File: config.mk
export PLATFORM = sky130hd
export DESIGN_NAME = bcer_regs
export DESIGN_NICKNAME = d
export VERILOG_FILES = /design/src/logic/bcer_pkg.sv /design/src/logic/bcer_regs.sv
export SDC_FILE = /design/constraint.sdc
export NUM_CORES = 1
export LEC_CHECK = 0
export BUFFER_PORTS_ARGS = -buffer_cell sky130_fd_sc_hd__buf_4
export CORE_MARGIN = 2
export CORE_UTILIZATION = 35
export DETAILED_ROUTE_END_ITERATION = 7
export SLEW_MARGIN = 25
export SYNTH_ARGS = -nofsm -noshare
export SYNTH_HDL_FRONTEND = slang
export SYNTH_SLANG_ARGS = --single-unit
export TNS_END_PERCENT = 100
File: constraint.sdc
create_clock -name sys_clk -period 1.2 [get_ports sys_clk]
set_input_delay 0.24 -clock sys_clk [delete_from_list [all_inputs] [get_ports sys_clk]]
set_output_delay 0.24 -clock sys_clk [all_outputs]
set_load 0.05 [all_outputs]
File: src/logic/bcer_pkg.sv
// Overview of operation
// - clock outputs 0-3 each use a bit pair; both bits set disables it.
// - clock outputs 4-9 use bits 8-13; a set bit stops and holds low.
// - bits 15:14 of the clock gating register always read as 00.
// - bit 16 latches when system error raised for address parity error.
// - bit 17 latches for posted write data parity error.
// - bit 18 latches for posted write non-delivery after retry limit.
// - bit 19 latches for target abort during posted write delivery.
// - bit 20 latches for master abort during posted write delivery.
// - bit 21 latches for delayed write non-delivery after retry limit.
// - bit 22 latches for delayed read with no data after retry limit.
// - bit 23 latches when initiator failed to repeat before master timeout.
// - option bit 0 reads as 0 and resets to 0.
// - option bit 1 aliases primary memory read retry commands; resets 0.
// - option bit 2 aliases primary write-invalidate to write; resets 0.
// - option bit 3 aliases secondary memory read retry commands; resets 0.
// - system error for posted-write target abort needs mask clear and enable set.
package bcer_pkg;
  // ****************************************
  // register map
  // ****************************************
  localparam logic [7:0] BCER_OFS_CLOCK_STATUS = 8'h68;
  localparam logic [7:0] BCER_OFS_PORT_OPTION = 8'h74;
  localparam int BCER_NUM_GATED = 4;
  localparam int BCER_NUM_SINGLE = 6;
  localparam int BCER_NUM_CLOCKS = 10;
  localparam int BCER_NUM_CAUSES = 8;
  localparam int BCER_POS_SINGLE = 8;
  localparam int BCER_POS_CAUSES = 16;
  localparam int BCER_CAUSE_TARGET_ABORT = 3;
  localparam int BCER_OPT_PRI_MEMR = 1;
  localparam int BCER_OPT_PRI_MEMW = 2;
  localparam int BCER_OPT_SEC_MEMR = 3;
  localparam logic [13:0] BCER_RST_CLOCK_GATING = 14'h0000;
  localparam logic [7:0] BCER_RST_CAUSES = 8'h00;
  localparam logic [3:1] BCER_RST_OPTIONS = 3'h0;
  localparam logic [9:0] BCER_RST_CLOCK_ENABLE = 10'h3ff;
  localparam logic [31:0] BCER_RST_READ_DATA = 32'h00000000;

  typedef struct packed {
    logic [13:0] clock_gating;
    logic [7:0] causes;
    logic [3:1] options;
    logic [31:0] read_data;
    logic [9:0] clock_enable;
    logic primary_system_error_out;
  } bcer_state_type;
endpackage : bcer_pkg

File: src/logic/bcer_regs.sv
`timescale 1ns/1ns
module bcer_regs import bcer_pkg::*; (
  input wire logic sys_clk,
  input wire logic resetn,
  input wire logic clk_en,
  input wire logic cfg_write,
  input wire logic cfg_read,
  input wire logic [7:0] cfg_addr,
  input wire logic [3:0] cfg_byte_en,
  input wire logic [31:0] cfg_wdata,
  output logic [31:0] cfg_rdata,
  input wire logic [7:0] error_events,
  input wire logic [7:0] error_mask,
  input wire logic system_error_enable,
  output logic [9:0] secondary_clock_outputs,
  output logic primary_system_error_out,
  output logic primary_memr_alias,
  output logic primary_memw_alias,
  output logic secondary_memr_alias
);
  // ****************************************
  // state
  // ****************************************
  bcer_state_type state;
  bcer_state_type next_state;
  logic [7:0] raise;
  logic [9:0] run;

  // ****************************************
  // gating decode
  // ****************************************
  genvar gi;
  generate
    for (gi = 0; gi < BCER_NUM_CLOCKS; gi = gi + 1) begin : g_clk
      if (gi < BCER_NUM_GATED) begin : g_pair
        assign run[gi] = ~(&state.clock_gating[2*gi +: 2]);
      end else begin : g_single
        assign run[gi] = ~state.clock_gating[BCER_POS_SINGLE + gi - BCER_NUM_GATED];
      end
    end
  endgenerate

  // ****************************************
  // next state
  // ****************************************
  always_comb begin
    next_state = state;
    // events raise the error line only when unmasked and enabled
    raise = error_events & ~error_mask & {BCER_NUM_CAUSES{system_error_enable}};
    if (cfg_write && cfg_addr == BCER_OFS_CLOCK_STATUS) begin
      if (cfg_byte_en[0]) begin
        next_state.clock_gating[7:0] = cfg_wdata[7:0];
      end
      if (cfg_byte_en[1]) begin
        next_state.clock_gating[13:8] = cfg_wdata[13:8];
      end
      if (cfg_byte_en[2]) begin
        next_state.causes = state.causes & ~cfg_wdata[23:16];
      end
    end else if (cfg_write && cfg_addr == BCER_OFS_PORT_OPTION) begin
      if (cfg_byte_en[0]) begin
        next_state.options = cfg_wdata[3:1];
      end
    end
    // set wins over a simultaneous clear
    next_state.causes = next_state.causes | raise;
    next_state.read_data = 32'h00000000;
    if (cfg_read && cfg_addr == BCER_OFS_CLOCK_STATUS) begin
      next_state.read_data = {8'h00, state.causes, 2'b00, state.clock_gating};
    end else if (cfg_read && cfg_addr == BCER_OFS_PORT_OPTION) begin
      next_state.read_data = {28'h0000000, state.options, 1'b0};
    end
    next_state.clock_enable = run;
    next_state.primary_system_error_out = |raise;
  end

  always_ff @(posedge sys_clk or negedge resetn) begin
    if (!resetn) begin
      state.clock_gating <= BCER_RST_CLOCK_GATING;
      state.causes <= BCER_RST_CAUSES;
      state.options <= BCER_RST_OPTIONS;
      state.read_data <= BCER_RST_READ_DATA;
      state.clock_enable <= BCER_RST_CLOCK_ENABLE;
      state.primary_system_error_out <= 1'b0;
    end else if (clk_en) begin
      state <= next_state;
    end
  end

  // ****************************************
  // outputs
  // ****************************************
  // stopped clocks are held low by gating the enable with the clock
  assign secondary_clock_outputs = state.clock_enable & {BCER_NUM_CLOCKS{sys_clk}};
  assign cfg_rdata = state.read_data;
  assign primary_system_error_out = state.primary_system_error_out;
  assign primary_memr_alias = state.options[BCER_OPT_PRI_MEMR];
  assign primary_memw_alias = state.options[BCER_OPT_PRI_MEMW];
  assign secondary_memr_alias = state.options[BCER_OPT_SEC_MEMR];

  // ****************************************
  // checks
  // ****************************************
  property p_pair_gate;
    @(posedge sys_clk) disable iff (!resetn)
    clk_en |=> state.clock_enable[0] == ~(&$past(state.clock_gating[1:0]));
  endproperty
  a_pair_gate: assert property (p_pair_gate) else $error("pair gate wrong");

  property p_single_gate;
    @(posedge sys_clk) disable iff (!resetn)
    clk_en |=> state.clock_enable[9] == ~$past(state.clock_gating[13]);
  endproperty
  a_single_gate: assert property (p_single_gate) else $error("single gate wrong");

  property p_reserved_clk;
    @(posedge sys_clk) disable iff (!resetn)
    (clk_en && cfg_read && cfg_addr == BCER_OFS_CLOCK_STATUS) |=> cfg_rdata[15:14] == 2'b00;
  endproperty
  a_reserved_clk: assert property (p_reserved_clk) else $error("reserved bits nonzero");

  property p_cause_set;
    @(posedge sys_clk) disable iff (!resetn)
    (clk_en && raise[0]) |=> state.causes[0] && primary_system_error_out;
  endproperty
  a_cause_set: assert property (p_cause_set) else $error("cause not latched");

  property p_abort_gate;
    @(posedge sys_clk) disable iff (!resetn)
    (clk_en && error_events[BCER_CAUSE_TARGET_ABORT] && !error_mask[BCER_CAUSE_TARGET_ABORT] && system_error_enable)
      |=> primary_system_error_out && state.causes[BCER_CAUSE_TARGET_ABORT];
  endproperty
  a_abort_gate: assert property (p_abort_gate) else $error("abort not raised");

  property p_no_raise_disabled;
    @(posedge sys_clk) disable iff (!resetn)
    (clk_en && !system_error_enable) |=> !primary_system_error_out;
  endproperty
  a_no_raise_disabled: assert property (p_no_raise_disabled) else $error("raised while disabled");

  property p_sticky;
    @(posedge sys_clk) disable iff (!resetn)
    (clk_en && state.causes[5] && !(cfg_write && cfg_addr == BCER_OFS_CLOCK_STATUS && cfg_byte_en[2] && cfg_wdata[21]))
      |=> state.causes[5];
  endproperty
  a_sticky: assert property (p_sticky) else $error("flag lost");

  property p_clear;
    @(posedge sys_clk) disable iff (!resetn)
    (clk_en && cfg_write && cfg_addr == BCER_OFS_CLOCK_STATUS && cfg_byte_en[2] && cfg_wdata[23] && !raise[7])
      |=> !state.causes[7];
  endproperty
  a_clear: assert property (p_clear) else $error("flag not cleared");

  property p_opt_bit0;
    @(posedge sys_clk) disable iff (!resetn)
    (clk_en && cfg_read && cfg_addr == BCER_OFS_PORT_OPTION) |=> cfg_rdata[0] == 1'b0 && cfg_rdata[3:1] == $past(state.options);
  endproperty
  a_opt_bit0: assert property (p_opt_bit0) else $error("option readback wrong");

  property p_pair_gate1;
    @(posedge sys_clk) disable iff (!resetn)
    clk_en |=> state.clock_enable[1] == ~(&$past(state.clock_gating[3:2]));
  endproperty
  a_pair_gate1: assert property (p_pair_gate1) else $error("pair gate 1 wrong");

  property p_pair_gate2;
    @(posedge sys_clk) disable iff (!resetn)
    clk_en |=> state.clock_enable[2] == ~(&$past(state.clock_gating[5:4]));
  endproperty
  a_pair_gate2: assert property (p_pair_gate2) else $error("pair gate 2 wrong");

  property p_pair_gate3;
    @(posedge sys_clk) disable iff (!resetn)
    clk_en |=> state.clock_enable[3] == ~(&$past(state.clock_gating[7:6]));
  endproperty
  a_pair_gate3: assert property (p_pair_gate3) else $error("pair gate 3 wrong");

  property p_single_gate4;
    @(posedge sys_clk) disable iff (!resetn)
    clk_en |=> state.clock_enable[4] == ~$past(state.clock_gating[8]);
  endproperty
  a_single_gate4: assert property (p_single_gate4) else $error("single gate 4 wrong");

  property p_single_gate5;
    @(posedge sys_clk) disable iff (!resetn)
    clk_en |=> state.clock_enable[5] == ~$past(state.clock_gating[9]);
  endproperty
  a_single_gate5: assert property (p_single_gate5) else $error("single gate 5 wrong");

  property p_single_gate6;
    @(posedge sys_clk) disable iff (!resetn)
    clk_en |=> state.clock_enable[6] == ~$past(state.clock_gating[10]);
  endproperty
  a_single_gate6: assert property (p_single_gate6) else $error("single gate 6 wrong");

  property p_single_gate7;
    @(posedge sys_clk) disable iff (!resetn)
    clk_en |=> state.clock_enable[7] == ~$past(state.clock_gating[11]);
  endproperty
  a_single_gate7: assert property (p_single_gate7) else $error("single gate 7 wrong");

  property p_single_gate8;
    @(posedge sys_clk) disable iff (!resetn)
    clk_en |=> state.clock_enable[8] == ~$past(state.clock_gating[12]);
  endproperty
  a_single_gate8: assert property (p_single_gate8) else $error("single gate 8 wrong");

  property p_cause_set1;
    @(posedge sys_clk) disable iff (!resetn)
    (clk_en && raise[1]) |=> state.causes[1] && primary_system_error_out;
  endproperty
  a_cause_set1: assert property (p_cause_set1) else $error("cause 1 not latched");

  property p_cause_set2;
    @(posedge sys_clk) disable iff (!resetn)
    (clk_en && raise[2]) |=> state.causes[2] && primary_system_error_out;
  endproperty
  a_cause_set2: assert property (p_cause_set2) else $error("cause 2 not latched");

  property p_cause_set4;
    @(posedge sys_clk) disable iff (!resetn)
    (clk_en && raise[4]) |=> state.causes[4] && primary_system_error_out;
  endproperty
  a_cause_set4: assert property (p_cause_set4) else $error("cause 4 not latched");

  property p_cause_set5;
    @(posedge sys_clk) disable iff (!resetn)
    (clk_en && raise[5]) |=> state.causes[5] && primary_system_error_out;
  endproperty
  a_cause_set5: assert property (p_cause_set5) else $error("cause 5 not latched");

  property p_cause_set6;
    @(posedge sys_clk) disable iff (!resetn)
    (clk_en && raise[6]) |=> state.causes[6] && primary_system_error_out;
  endproperty
  a_cause_set6: assert property (p_cause_set6) else $error("cause 6 not latched");

  property p_cause_set7;
    @(posedge sys_clk) disable iff (!resetn)
    (clk_en && raise[7]) |=> state.causes[7] && primary_system_error_out;
  endproperty
  a_cause_set7: assert property (p_cause_set7) else $error("cause 7 not latched");

  property p_zero_keeps;
    @(posedge sys_clk) disable iff (!resetn)
    (clk_en && state.causes[0] && cfg_write && cfg_addr == BCER_OFS_CLOCK_STATUS && !cfg_wdata[16]) |=> state.causes[0];
  endproperty
  a_zero_keeps: assert property (p_zero_keeps) else $error("zero write cleared flag");

  property p_clear_isolated;
    @(posedge sys_clk) disable iff (!resetn)
    (clk_en && cfg_write && cfg_addr == BCER_OFS_CLOCK_STATUS && cfg_byte_en[2] && cfg_wdata[23:16] == 8'h08)
      |=> (state.causes & 8'hf7) == (($past(state.causes) | $past(raise)) & 8'hf7);
  endproperty
  a_clear_isolated: assert property (p_clear_isolated) else $error("clear disturbed other flag");

  property p_opt_pri_memr;
    @(posedge sys_clk) disable iff (!resetn)
    (clk_en && cfg_write && cfg_addr == BCER_OFS_PORT_OPTION && cfg_byte_en[0]) |=> primary_memr_alias == $past(cfg_wdata[1]);
  endproperty
  a_opt_pri_memr: assert property (p_opt_pri_memr) else $error("primary read alias wrong");

  property p_opt_pri_memw;
    @(posedge sys_clk) disable iff (!resetn)
    (clk_en && cfg_write && cfg_addr == BCER_OFS_PORT_OPTION && cfg_byte_en[0]) |=> primary_memw_alias == $past(cfg_wdata[2]);
  endproperty
  a_opt_pri_memw: assert property (p_opt_pri_memw) else $error("primary write alias wrong");

  property p_opt_sec_memr;
    @(posedge sys_clk) disable iff (!resetn)
    (clk_en && cfg_write && cfg_addr == BCER_OFS_PORT_OPTION && cfg_byte_en[0]) |=> secondary_memr_alias == $past(cfg_wdata[3]);
  endproperty
  a_opt_sec_memr: assert property (p_opt_sec_memr) else $error("secondary read alias wrong");

  property p_opt_hold;
    @(posedge sys_clk) disable iff (!resetn)
    (clk_en && !(cfg_write && cfg_addr == BCER_OFS_PORT_OPTION)) |=> state.options == $past(state.options);
  endproperty
  a_opt_hold: assert property (p_opt_hold) else $error("option changed without write");

  property p_raise_masked;
    @(posedge sys_clk) disable iff (!resetn)
    (clk_en && (error_events & ~error_mask) == 8'h00) |=> !primary_system_error_out;
  endproperty
  a_raise_masked: assert property (p_raise_masked) else $error("raised for masked event");

  property p_abort_masked;
    @(posedge sys_clk) disable iff (!resetn)
    (clk_en && error_mask[BCER_CAUSE_TARGET_ABORT] && !state.causes[BCER_CAUSE_TARGET_ABORT])
      |=> !state.causes[BCER_CAUSE_TARGET_ABORT];
  endproperty
  a_abort_masked: assert property (p_abort_masked) else $error("masked abort latched");

  property p_opt_upper;
    @(posedge sys_clk) disable iff (!resetn)
    (clk_en && cfg_read && cfg_addr == BCER_OFS_PORT_OPTION) |=> cfg_rdata[31:4] == 28'h0000000;
  endproperty
  a_opt_upper: assert property (p_opt_upper) else $error("option upper bits nonzero");

  c_option_write: cover property (@(posedge sys_clk) disable iff (!resetn) $rose(primary_memw_alias));
  c_masked_event: cover property (@(posedge sys_clk) disable iff (!resetn) error_events[3] && error_mask[3]);
  c_disable_clock: cover property (@(posedge sys_clk) disable iff (!resetn) $fell(state.clock_enable[4]));
  c_error_raise: cover property (@(posedge sys_clk) disable iff (!resetn) $rose(primary_system_error_out));
  c_clear_flag: cover property (@(posedge sys_clk) disable iff (!resetn) $fell(state.causes[2]));
endmodule : bcer_regs

=== After elaboration in Yosys (flattened, before gate mapping) ===
Cells that the tools add are included.

* Reduce and logical (&&, ||, !) cells: 12
* Eq/ne operators: 2
* Multiplexer cells: 4
* Bitwise gates (word level): 18

{| class="wikitable"
|+ Operator list
! cell !! number
|-
| $and 8x8->8 || 3
|-
| $mux 24 || 1
|-
| $eq 8x7->1 const B || 2
|-
| $mux 8 || 2
|-
| $not 8->8 || 2
|-
| $not 1->1 || 11
|-
| $and 10x10->10 || 1
|-
| $or 8x8->8 || 1
|-
| $reduce_and 2->1 || 4
|-
| $reduce_or 8->1 || 1
|-
| $reduce_and 3->1 || 2
|-
| $logic_and 1x1->1 || 4
|-
| $mux 4 || 1
|-
| $reduce_and 4->1 || 1
|}

* Output and inout port bits: 46
* Input bits: 66
* Register bits after elaboration: 68

=== Longest topological paths before layout ===
Gate-level depths: netlist of run 1.

* Depth after elaboration: 5
* Depth in mapped cells: 5
* Gate-level depth less buffers: 3

==> impl_metrics.toml, run 1 <==
[outcome]
outcome = "finished, violations left"
violations = "setup timing"

[critical_path]
crit_arrival_ns = 1.26
crit_start = "state[8]"
cp-start-kind = "flip-flop"
critPathMaxFanout = 2
end_kind = "output port"
crit_required_ns = 0.96
r2r-start = "primary_memr_alias"
rrSetupSlack_ns = 0.03
path_class = "reg2out"

[power_and_ir_drop]
p_leak_nw = 2.23
max-vdd-ir-drop_mv = 0.983
power_mw = 7.49
pwr-share-comb_pct = 7.1
clockPowerShare_pct = 65.6
p_int_mw = 4.85
power.density_mw_per_mm2 = 1670
p_seq_share_pct = 27.3
p_switching_mw = 2.64
p_sw_share_pct = 35.3

[global_routing]
grt_pass1_vias = 2331
grt_remaining_overflow = 0
antenna_found_initial = 0
grtUsageTotal_pct = 17.7
grt_max_degree = 59
grt_pass1_wl_mm = 11.4

[synth]
synth_top_family_by_area = "simple AND/OR/NAND/NOR gates"
yosys.area_share.simple_pct = 17.5
synth_cells = 240
synth_flop_cell = "dfrtp_1"
synth_xor_xnor_area_share_pct = 0
synth_fa_ha_area_share_pct = 0
ys_ff_latch = 58
syn_area_sq_mm = 0.00277
synth-edff-count = 0
synthArstFlopShare_pct = 100
synth-compound-area-share_pct = 11.7
synth.distinct_cells = 26
synthMuxAreaShare_pct = 6.91
ys_warn_count = 0
avgSynthCellArea_sq_um = 11.5
yosysSeqAreaShare_pct = 52.9

[place]
portBuffers = 90
dpl_cell_area_sq_mm = 0.00356
place_hpwl_mm = 4.33
pre_cts_slack_ns = -0.648
dp_cells = 413
gp_congestion = 0.811

[cells_and_area]
stdcell_area_sq_mm = 0.00449
stdcell_count = 469
fin_nets = 427
antenna_cells = 0
drive_gt1_share_pct = 58.3
post-route-util_pct = 58.4
syn_to_final_growth_pct = 62.0
fillers = 657

[floorplan]
start_util_pct = 36.0
core_sq_mm = 0.00769
dieArea_sq_mm = 0.00864
io_pins = 112
die_x_microns = 92.9
die_height_microns = 92.9
rows = 32

[timing]
rsz0062_at_grt = "yes"
setup_ws_ns = -0.300
finalCriticalPeriod_ns = 1.50
max_freq_mhz = 666
fin_crit_sh_pct = 125
setup_viol = 80
hold_viol_final = 0
tns_ns = -6.10
fin_worst_skew_ns = 0.0106
slew_violations = 0
whs_ns = 0.0233

[detailed_routing]
wl_per_cell_microns = 15.1
ant_nets = 0
via_count = 2230
firstDrtPassIters = 4
drc_errors = 0
routed_wl_mm = 7.08
drtIter0Drc = 47
vias_per_cell = 4.75

[min_path]
hp-class = "in2reg"
worstHoldStart = "cfg_wdata[10]"

[cts]
clk_pin_slew_worst_paths_ns = 0.07
clk_latency_ns = 0.45
tritoncts = "yes"

[job]
max_cap_violations = 0
[synthesized netlist by cell type, types with 5 or more instances]
library cell / count / area share (%)
dfstp_2: 10 / 9.5
nand2_1: 27 / 3.7
and2_1: 10 / 2.3
nor4_1: 5 / 1.1
clkbuf_1: 8 / 1.1
mux2_2: 17 / 6.9
nand4b_1: 8 / 2.5
and3b_1: 8 / 2.5
a22o_1: 19 / 6.0
o21ai_0: 6 / 1.1
a31oi_1: 5 / 1.1
buf_4: 32 / 8.7
dfrtp_1: 48 / 43
o41ai_1: 8 / 2.5
nor2_1: 5 / 0.68
[path summary, 6_finish.rpt]
check	end	depth (start not counted)
worst max-delay path	secondary_clock_outputs[7]	2
worst min-delay path	state[64]	2
worst max register to register	cfg_rdata[1]	5
worst min register to register	state[10]	1
max in group asynchronous	state[2]	3
min in group asynchronous	state[49]	3
[area by class of cell]
class / instances / area [sq um] / share of cell area [%]
flip-flops and latches: 58 / 1460 / 32.6
multi-input cells: 144 / 1260 / 28.0
repair buffers: 133 / 1210 / 27.1
clock buffers: 24 / 334 / 7.45
well taps: 102 / 128 / 2.84
clock inverters: 7 / 86.3 / 1.92
inverters: 1 / 3.75 / 0.0837
[cells in the final DEF (no fill, tap or decap)]
cell type,n
buf_4,92
dfrtp_1,48
buf_6,33
nand2_1,27
a22o_1,19
mux2_4,17
clkbuf_8,12
buf_8,12
and2_4,10
conb_1,10
dfstp_2,10
nand4b_1,8
and3b_1,8
o41ai_2,7
nor4_4,6
o21ai_0,6
nor2_1,5
a31oi_1,5
buf_12,5
nor2b_1,3
nand3b_1,3
a211o_1,3
clkinv_2,3
nand2b_1,2
nor4_1,2
bufinv_16,2
inv_1,1
or4b_4,1
nor4_2,1
o41ai_4,1
clkinv_1,1
clkbuf_1,1
clkinvlp_4,1
buf_16,1
dlygate4sd3_1,1
[metal layers]
metal / routed length [microns] / global-route usage (%) / up-vias
met5: 0 / 0 / -
met4: 150 / 11.4 / 0
met3: 506 / 7.32 / 18
met2: 3400 / 25.8 / 93
met1: 3010 / 21.3 / 1051
li1: - / - / 1068
[registers in the layout (all words and copies together), names as in the netlist]
| register | cells |
|---|---|
| cfg_rdata | 22 |
| primary_memr_alias | 1 |
| primary_memw_alias | 1 |
| primary_system_error_out | 1 |
| secondary_memr_alias | 1 |
| state | 32 |
[power groups by stage]
stage          Clock (mW)  Combinational (mW)  Sequential (mW)
6_report             4.91               0.532             2.04
3_3_place_gp         1.65               0.482             2.07
5_1_grt              5.18               0.576             2.05
3_5_place_dp         1.65               0.487             2.07
4_1_cts              4.97               0.526             2.04
2_1_floorplan        1.24               0.233             2.08
[kinds of logic after synthesis]
kind of cell,after synthesis
compound gates,41
flops,58
other cells,1
mux,17
simple gates,76
buf+inv,47
[critical path, cell delays in order, from the launching register on]
cell and delay, ns:
dfstp_2 0.54, and2_4 0.14, buf_8 0.14
[timing repair]
item	CTS	global route
pin swaps	18	15
gates resized for setup	89	4
setup buffers	24	11
hold buffers	1	0
endpoints found under the hold margin	48	0
setup endpoints to repair	92	90
cloned	3	0
(Power assumes the default switching activity.)
==> run 2: changes to the inputs <==
- MAX_ROUTING_LAYER: default -> met4
- REMOVE_ABC_BUFFERS: default -> 1
- clock period: 1.2 -> 1.62 ns (I/O delays scaled with it)
==> impl_metrics.toml, run 2 (synthesized netlist as in run 1, its figures left out) <==
[outcome]
outcome = "finished, violations left"
violations = "setup timing"

[critical_path]
crit_required_ns = 1.30
end_kind = "output port"
path_class = "clk2out"
critPathMaxFanout = 5
cp-start-kind = "clock port"
rrSetupSlack_ns = 0.69
crit_arrival_ns = 1.33

[cells_and_area]
syn_to_final_growth_pct = 35.8
antenna_cells = 0
final_cell_mix = "90 x buf_4, 48 x dfrtp_1, 27 x nand2_1"
fillers = 729
layout_commonest_cell = "buf_4"
largest_register_ffs = 32
fin_nets = 390
top_register = "state"
drive_gt1_share_pct = 49.5

[detailed_routing]
routed_wl_mm = 6.26
vias_per_cell = 4.80
drc_errors = 0
via_count = 2069
wl_per_cell_microns = 14.5
drtIter0Drc = 95
firstDrtPassIters = 4
ant_nets = 0

[min_path]
hp-class = "in2reg"

[place]
portBuffers = 90
pre_cts_slack_ns = -0.457
place_hpwl_mm = 4.53
gp_congestion = 0.722

[timing]
slew_violations = 0
hold_viol_final = 0
setup_ws_ns = -0.0326
fin_worst_skew_ns = 0.00553
whs_ns = 0.126
setup_viol = 10
rsz0062_at_grt = "yes"

[cts]
post-cts-setup-buffer-count = 0
clk_pin_slew_worst_paths_ns = 0.06
clk_latency_ns = 0.43
tritoncts = "yes"

[global_routing]
grt_pass1_vias = 2169
grt_max_degree = 31
grt_remaining_overflow = 0
antenna_found_initial = 0
grt_pass1_wl_mm = 10.4
grtUsageTotal_pct = 16.2

[power_and_ir_drop]
p_leak_nw = 1.84
p_seq_share_pct = 30.2
p_switching_mw = 1.82
clockPowerShare_pct = 62.9
power.density_mw_per_mm2 = 1330
p_int_mw = 3.17
pwr-share-comb_pct = 6.8
max-vdd-ir-drop_mv = 0.507
p_sw_share_pct = 36.5

[floorplan]
start_util_pct = 36.0
die_height_microns = 92.9
rows = 32
dieArea_sq_mm = 0.00864
io_pins = 112
die_x_microns = 92.9
core_sq_mm = 0.00769

[job]
max_cap_violations = 0
==> run 2: cell types whose count changed in the layout (fill, tap and decap cells not counted), moves of 2 or more <==
cell | before | now
buf_6 | 33 | 12
nor4_4 | 6 | 3
mux2_2 | 0 | 17
bufinv_16 | 2 | 0
o41ai_2 | 7 | 0
buf_12 | 5 | 1
nor4_1 | 2 | 5
buf_8 | 12 | 5
clkbuf_1 | 1 | 3
mux2_4 | 17 | 0
o41ai_1 | 0 | 8
buf_4 | 92 | 90
==> run 2: final timing paths <==
check,from,to,cells after the start
min in group asynchronous,resetn,primary_memr_alias,2
max in group asynchronous,resetn,state[10],3
worst max register to register,primary_memr_alias,cfg_rdata[1],3
worst min register to register,state[55],state[1],1
worst min-delay path,cfg_wdata[10],state[64],2
worst max-delay path,sys_clk,secondary_clock_outputs[2],4
==> run 2: worst max-delay path, stage by stage <==
cell and delay (ns):
buf_8 0.10, buf_8 0.12, and2_4 0.15, buf_8 0.14
==> run 2: power by group through the flow <==
| stage | clock network, mW | logic [mW] | registers, mW |
|---|---|---|---|
| after floorplan | 0.920 | 0.127 | 1.55 |
| after global placement | 1.22 | 0.341 | 1.53 |
| after detailed placement | 1.22 | 0.343 | 1.53 |
| after CTS | 3.12 | 0.345 | 1.51 |
| after global routing | 3.32 | 0.375 | 1.51 |
| final | 3.14 | 0.340 | 1.51 |
==> run 2: per-stage QoR <==
step,setup TNS [ns],instances,cell area (sq um),power [mW],utilization [%]
3_3_place_gp,-17.36,410,3440,3.10,44.8
2_1_floorplan,-28.68,203,2510,2.59,-
4_1_cts,-0.588,431,3730,4.98,48.6
6_report,-0.107,431,3760,4.99,48.9
5_1_grt,-0.247,431,3760,5.21,48.9
3_5_place_dp,-18.04,410,3440,3.10,44.8
==> run 2: final cells by class <==
cell class | count | area (sq um) | share of cell area [%]
clock buffers | 27 | 328 | 8.72
clock inverters | 3 | 15.0 | 0.399
inverters | 1 | 3.75 | 0.0998
multi-input cells | 144 | 1070 | 28.5
flip-flops and latches | 58 | 1460 | 38.9
well taps | 102 | 128 | 3.39
repair buffers | 96 | 751 | 20.0
==> run 2: timing repair <==
| action | 4_1_cts | 5_1_grt |
|---|---|---|
| pin swaps | 0 | 2 |
| hold buffers | 1 | 0 |
| endpoints found under the setup margin | 11 | 36 |
| gates resized for setup | 20 | 9 |
| hold endpoints to repair | 27 | 0 |
==> run 2: metal layers <==
metal / track usage [%] / vias up / part of all wire, %
met1: 20.7 / 957 / 46
met5: - / - / 0
met3: 5.53 / 13 / 8.1
li1: - / 998 / -
met2: 22.5 / 101 / 44
met4: 9.07 / 0 / 1.9
==> run 3: changes to the inputs <==
- BUFFER_PORTS_ARGS: -buffer_cell sky130_fd_sc_hd__buf_4 -> -buffer_cell sky130_fd_sc_hd__buf_2
- clock period: 1.62 -> 2.1 ns (I/O delays scaled with it)
==> impl_metrics.toml, run 3 (synthesized netlist as in run 1, its figures left out) <==
[critical_path]
critPathMaxFanout = 5
timing.rr.end = "cfg_rdata[3]"
end_kind = "output port"
path_class = "clk2out"
ff2ff_path_depth = 2
rrSetupSlack_ns = 1.22
crit_end = "secondary_clock_outputs[0]"
cp-start-kind = "clock port"
crit_required_ns = 1.68
crit_arrival_ns = 1.64
crit_start = "sys_clk"
r2r-start = "cfg_rdata[3]"

[cells_and_area]
top_register = "state"
largest_register_ffs = 32
fillers = 751
post-route-util_pct = 45.4
seq_area_sq_mm = 0.00146
syn_to_final_growth_pct = 26.2
antenna_cells = 0
fin_nets = 388
drive_gt1_share_pct = 47.1
final_cell_mix = "90 x buf_2, 48 x dfrtp_1, 27 x nand2_1"
layout_commonest_cell = "buf_2"
multiInputGateArea_sq_mm = 0.00105

[place]
gp_congestion = 0.726
pre_cts_slack_ns = -0.0678
place_hpwl_mm = 4.35
portBuffers = 90

[detailed_routing]
drtIter0Drc = 77
via_count = 2061
drc_errors = 0
met2WireLength_mm = 2.74
routed_wl_mm = 6.18
met1_length_mm = 2.91
ant_nets = 0
routed.top_layer = "met4"
met3_length_microns = 457
firstDrtPassIters = 4
vias_per_cell = 4.80
wl_per_cell_microns = 14.4

[global_routing]
grtUsageTotal_pct = 16.1
grt_pass1_vias = 2116
grt_pass1_wl_mm = 10.3
grt_max_degree = 32
antenna_found_initial = 0
grt_remaining_overflow = 0

[floorplan]
die_x_microns = 92.9
start_util_pct = 36.0
dieArea_sq_mm = 0.00864
die_height_microns = 92.9
io_pins = 112
core_sq_mm = 0.00769
rows = 32

[power_and_ir_drop]
p_switching_mw = 1.35
clockPowerShare_pct = 62.3
power_mw = 3.69
max-vdd-ir-drop_mv = 0.357
p_seq_share_pct = 31.5
p_sw_share_pct = 36.7
p_leak_nw = 1.77
p_int_mw = 2.34
power.density_mw_per_mm2 = 1060
pwr-share-comb_pct = 6.2

[cts]
clk_latency_ns = 0.43
cts_resized = 0
clk_pin_slew_worst_paths_ns = 0.06
tritoncts = "yes"

[timing]
hold_viol_final = 0
fin_worst_skew_ns = 0.00868
slew_violations = 0
setup_ws_ns = 0.0427
slew_headroom_pct = 36.6
setup_viol = 0
tns_ns = 0
worst_pin_slew_ns = 0.950
rsz0062_at_grt = "no"

[min_path]
hp-class = "in2reg"

[job]
max_cap_violations = 0

[outcome]
outcome = "completed"
-- run 3: cell count changes in the layout (fill, tap and decap cells not counted), sizes merged --
cell / before / now
clkbuf: 14 / 16
clkinv: 3 / 1
clkinvlp: 0 / 1
buf: 108 / 103
bufinv: 0 / 2
-- run 3: worst max-delay path, cell delays in order --
cell	delay (ns)
clkbuf_8	0.11
clkbuf_8	0.14
and2_1	0.13
buf_2	0.20
-- run 3: per-stage QoR --
| step | std cells | instance area [sq um] | hold slack [ns] |
|---|---|---|---|
| after floorplan | 203 | 2510 | 0.124 |
| after global placement | 408 | 3190 | 0.428 |
| after detailed placement | 408 | 3190 | 0.437 |
| after CTS | 429 | 3490 | 0.197 |
| after global routing | 429 | 3490 | 0.192 |
| final | 429 | 3490 | 0.220 |
-- run 3: metal layers --
metal | vias to the layer above | track usage (%)
met1 | 961 | 20.5
met4 | 0 | 7.72
met5 | - | -
li1 | 1000 | -
met2 | 92 | 22.4
met3 | 8 | 6.35
-- run 3: timing repair --
item	4_1_cts	5_1_grt
hold buffers	1	0
endpoints found under the setup margin	0	0
endpoints found under the hold margin	18	0
buffers inserted	0	0
-- run 3: how the worst min path moves through the flow --
stage                             start           end  slack, ns  cells after the start
after global placement           resetn     state[56]       0.43                      1
after floorplan                  resetn  cfg_rdata[0]       0.12                      0
after detailed placement         resetn  cfg_rdata[2]       0.44                      1
after CTS                  cfg_wdata[7]     state[61]       0.20                      2
after global routing      cfg_wdata[10]     state[64]       0.19                      2
final                      cfg_wdata[7]     state[61]       0.22                      2
-- run 3: cell type report --
type	instances	share of cell area (%)
flip-flops and latches	58	41.9
inverters	1	0.107
repair buffers	94	14.5
well taps	102	3.65
clock inverters	4	2.08
multi-input cells	144	30.0
clock buffers	26	7.74
-- run 3: power groups by stage --
stage                     logic [mW]  clock network [mW]  registers, mW
after floorplan               0.0979               0.710           1.19
after global placement         0.226               0.838           1.18
after detailed placement       0.229               0.838           1.18
after CTS                      0.230                2.38           1.16
after global routing           0.253                2.46           1.16
final                          0.227                2.30           1.16
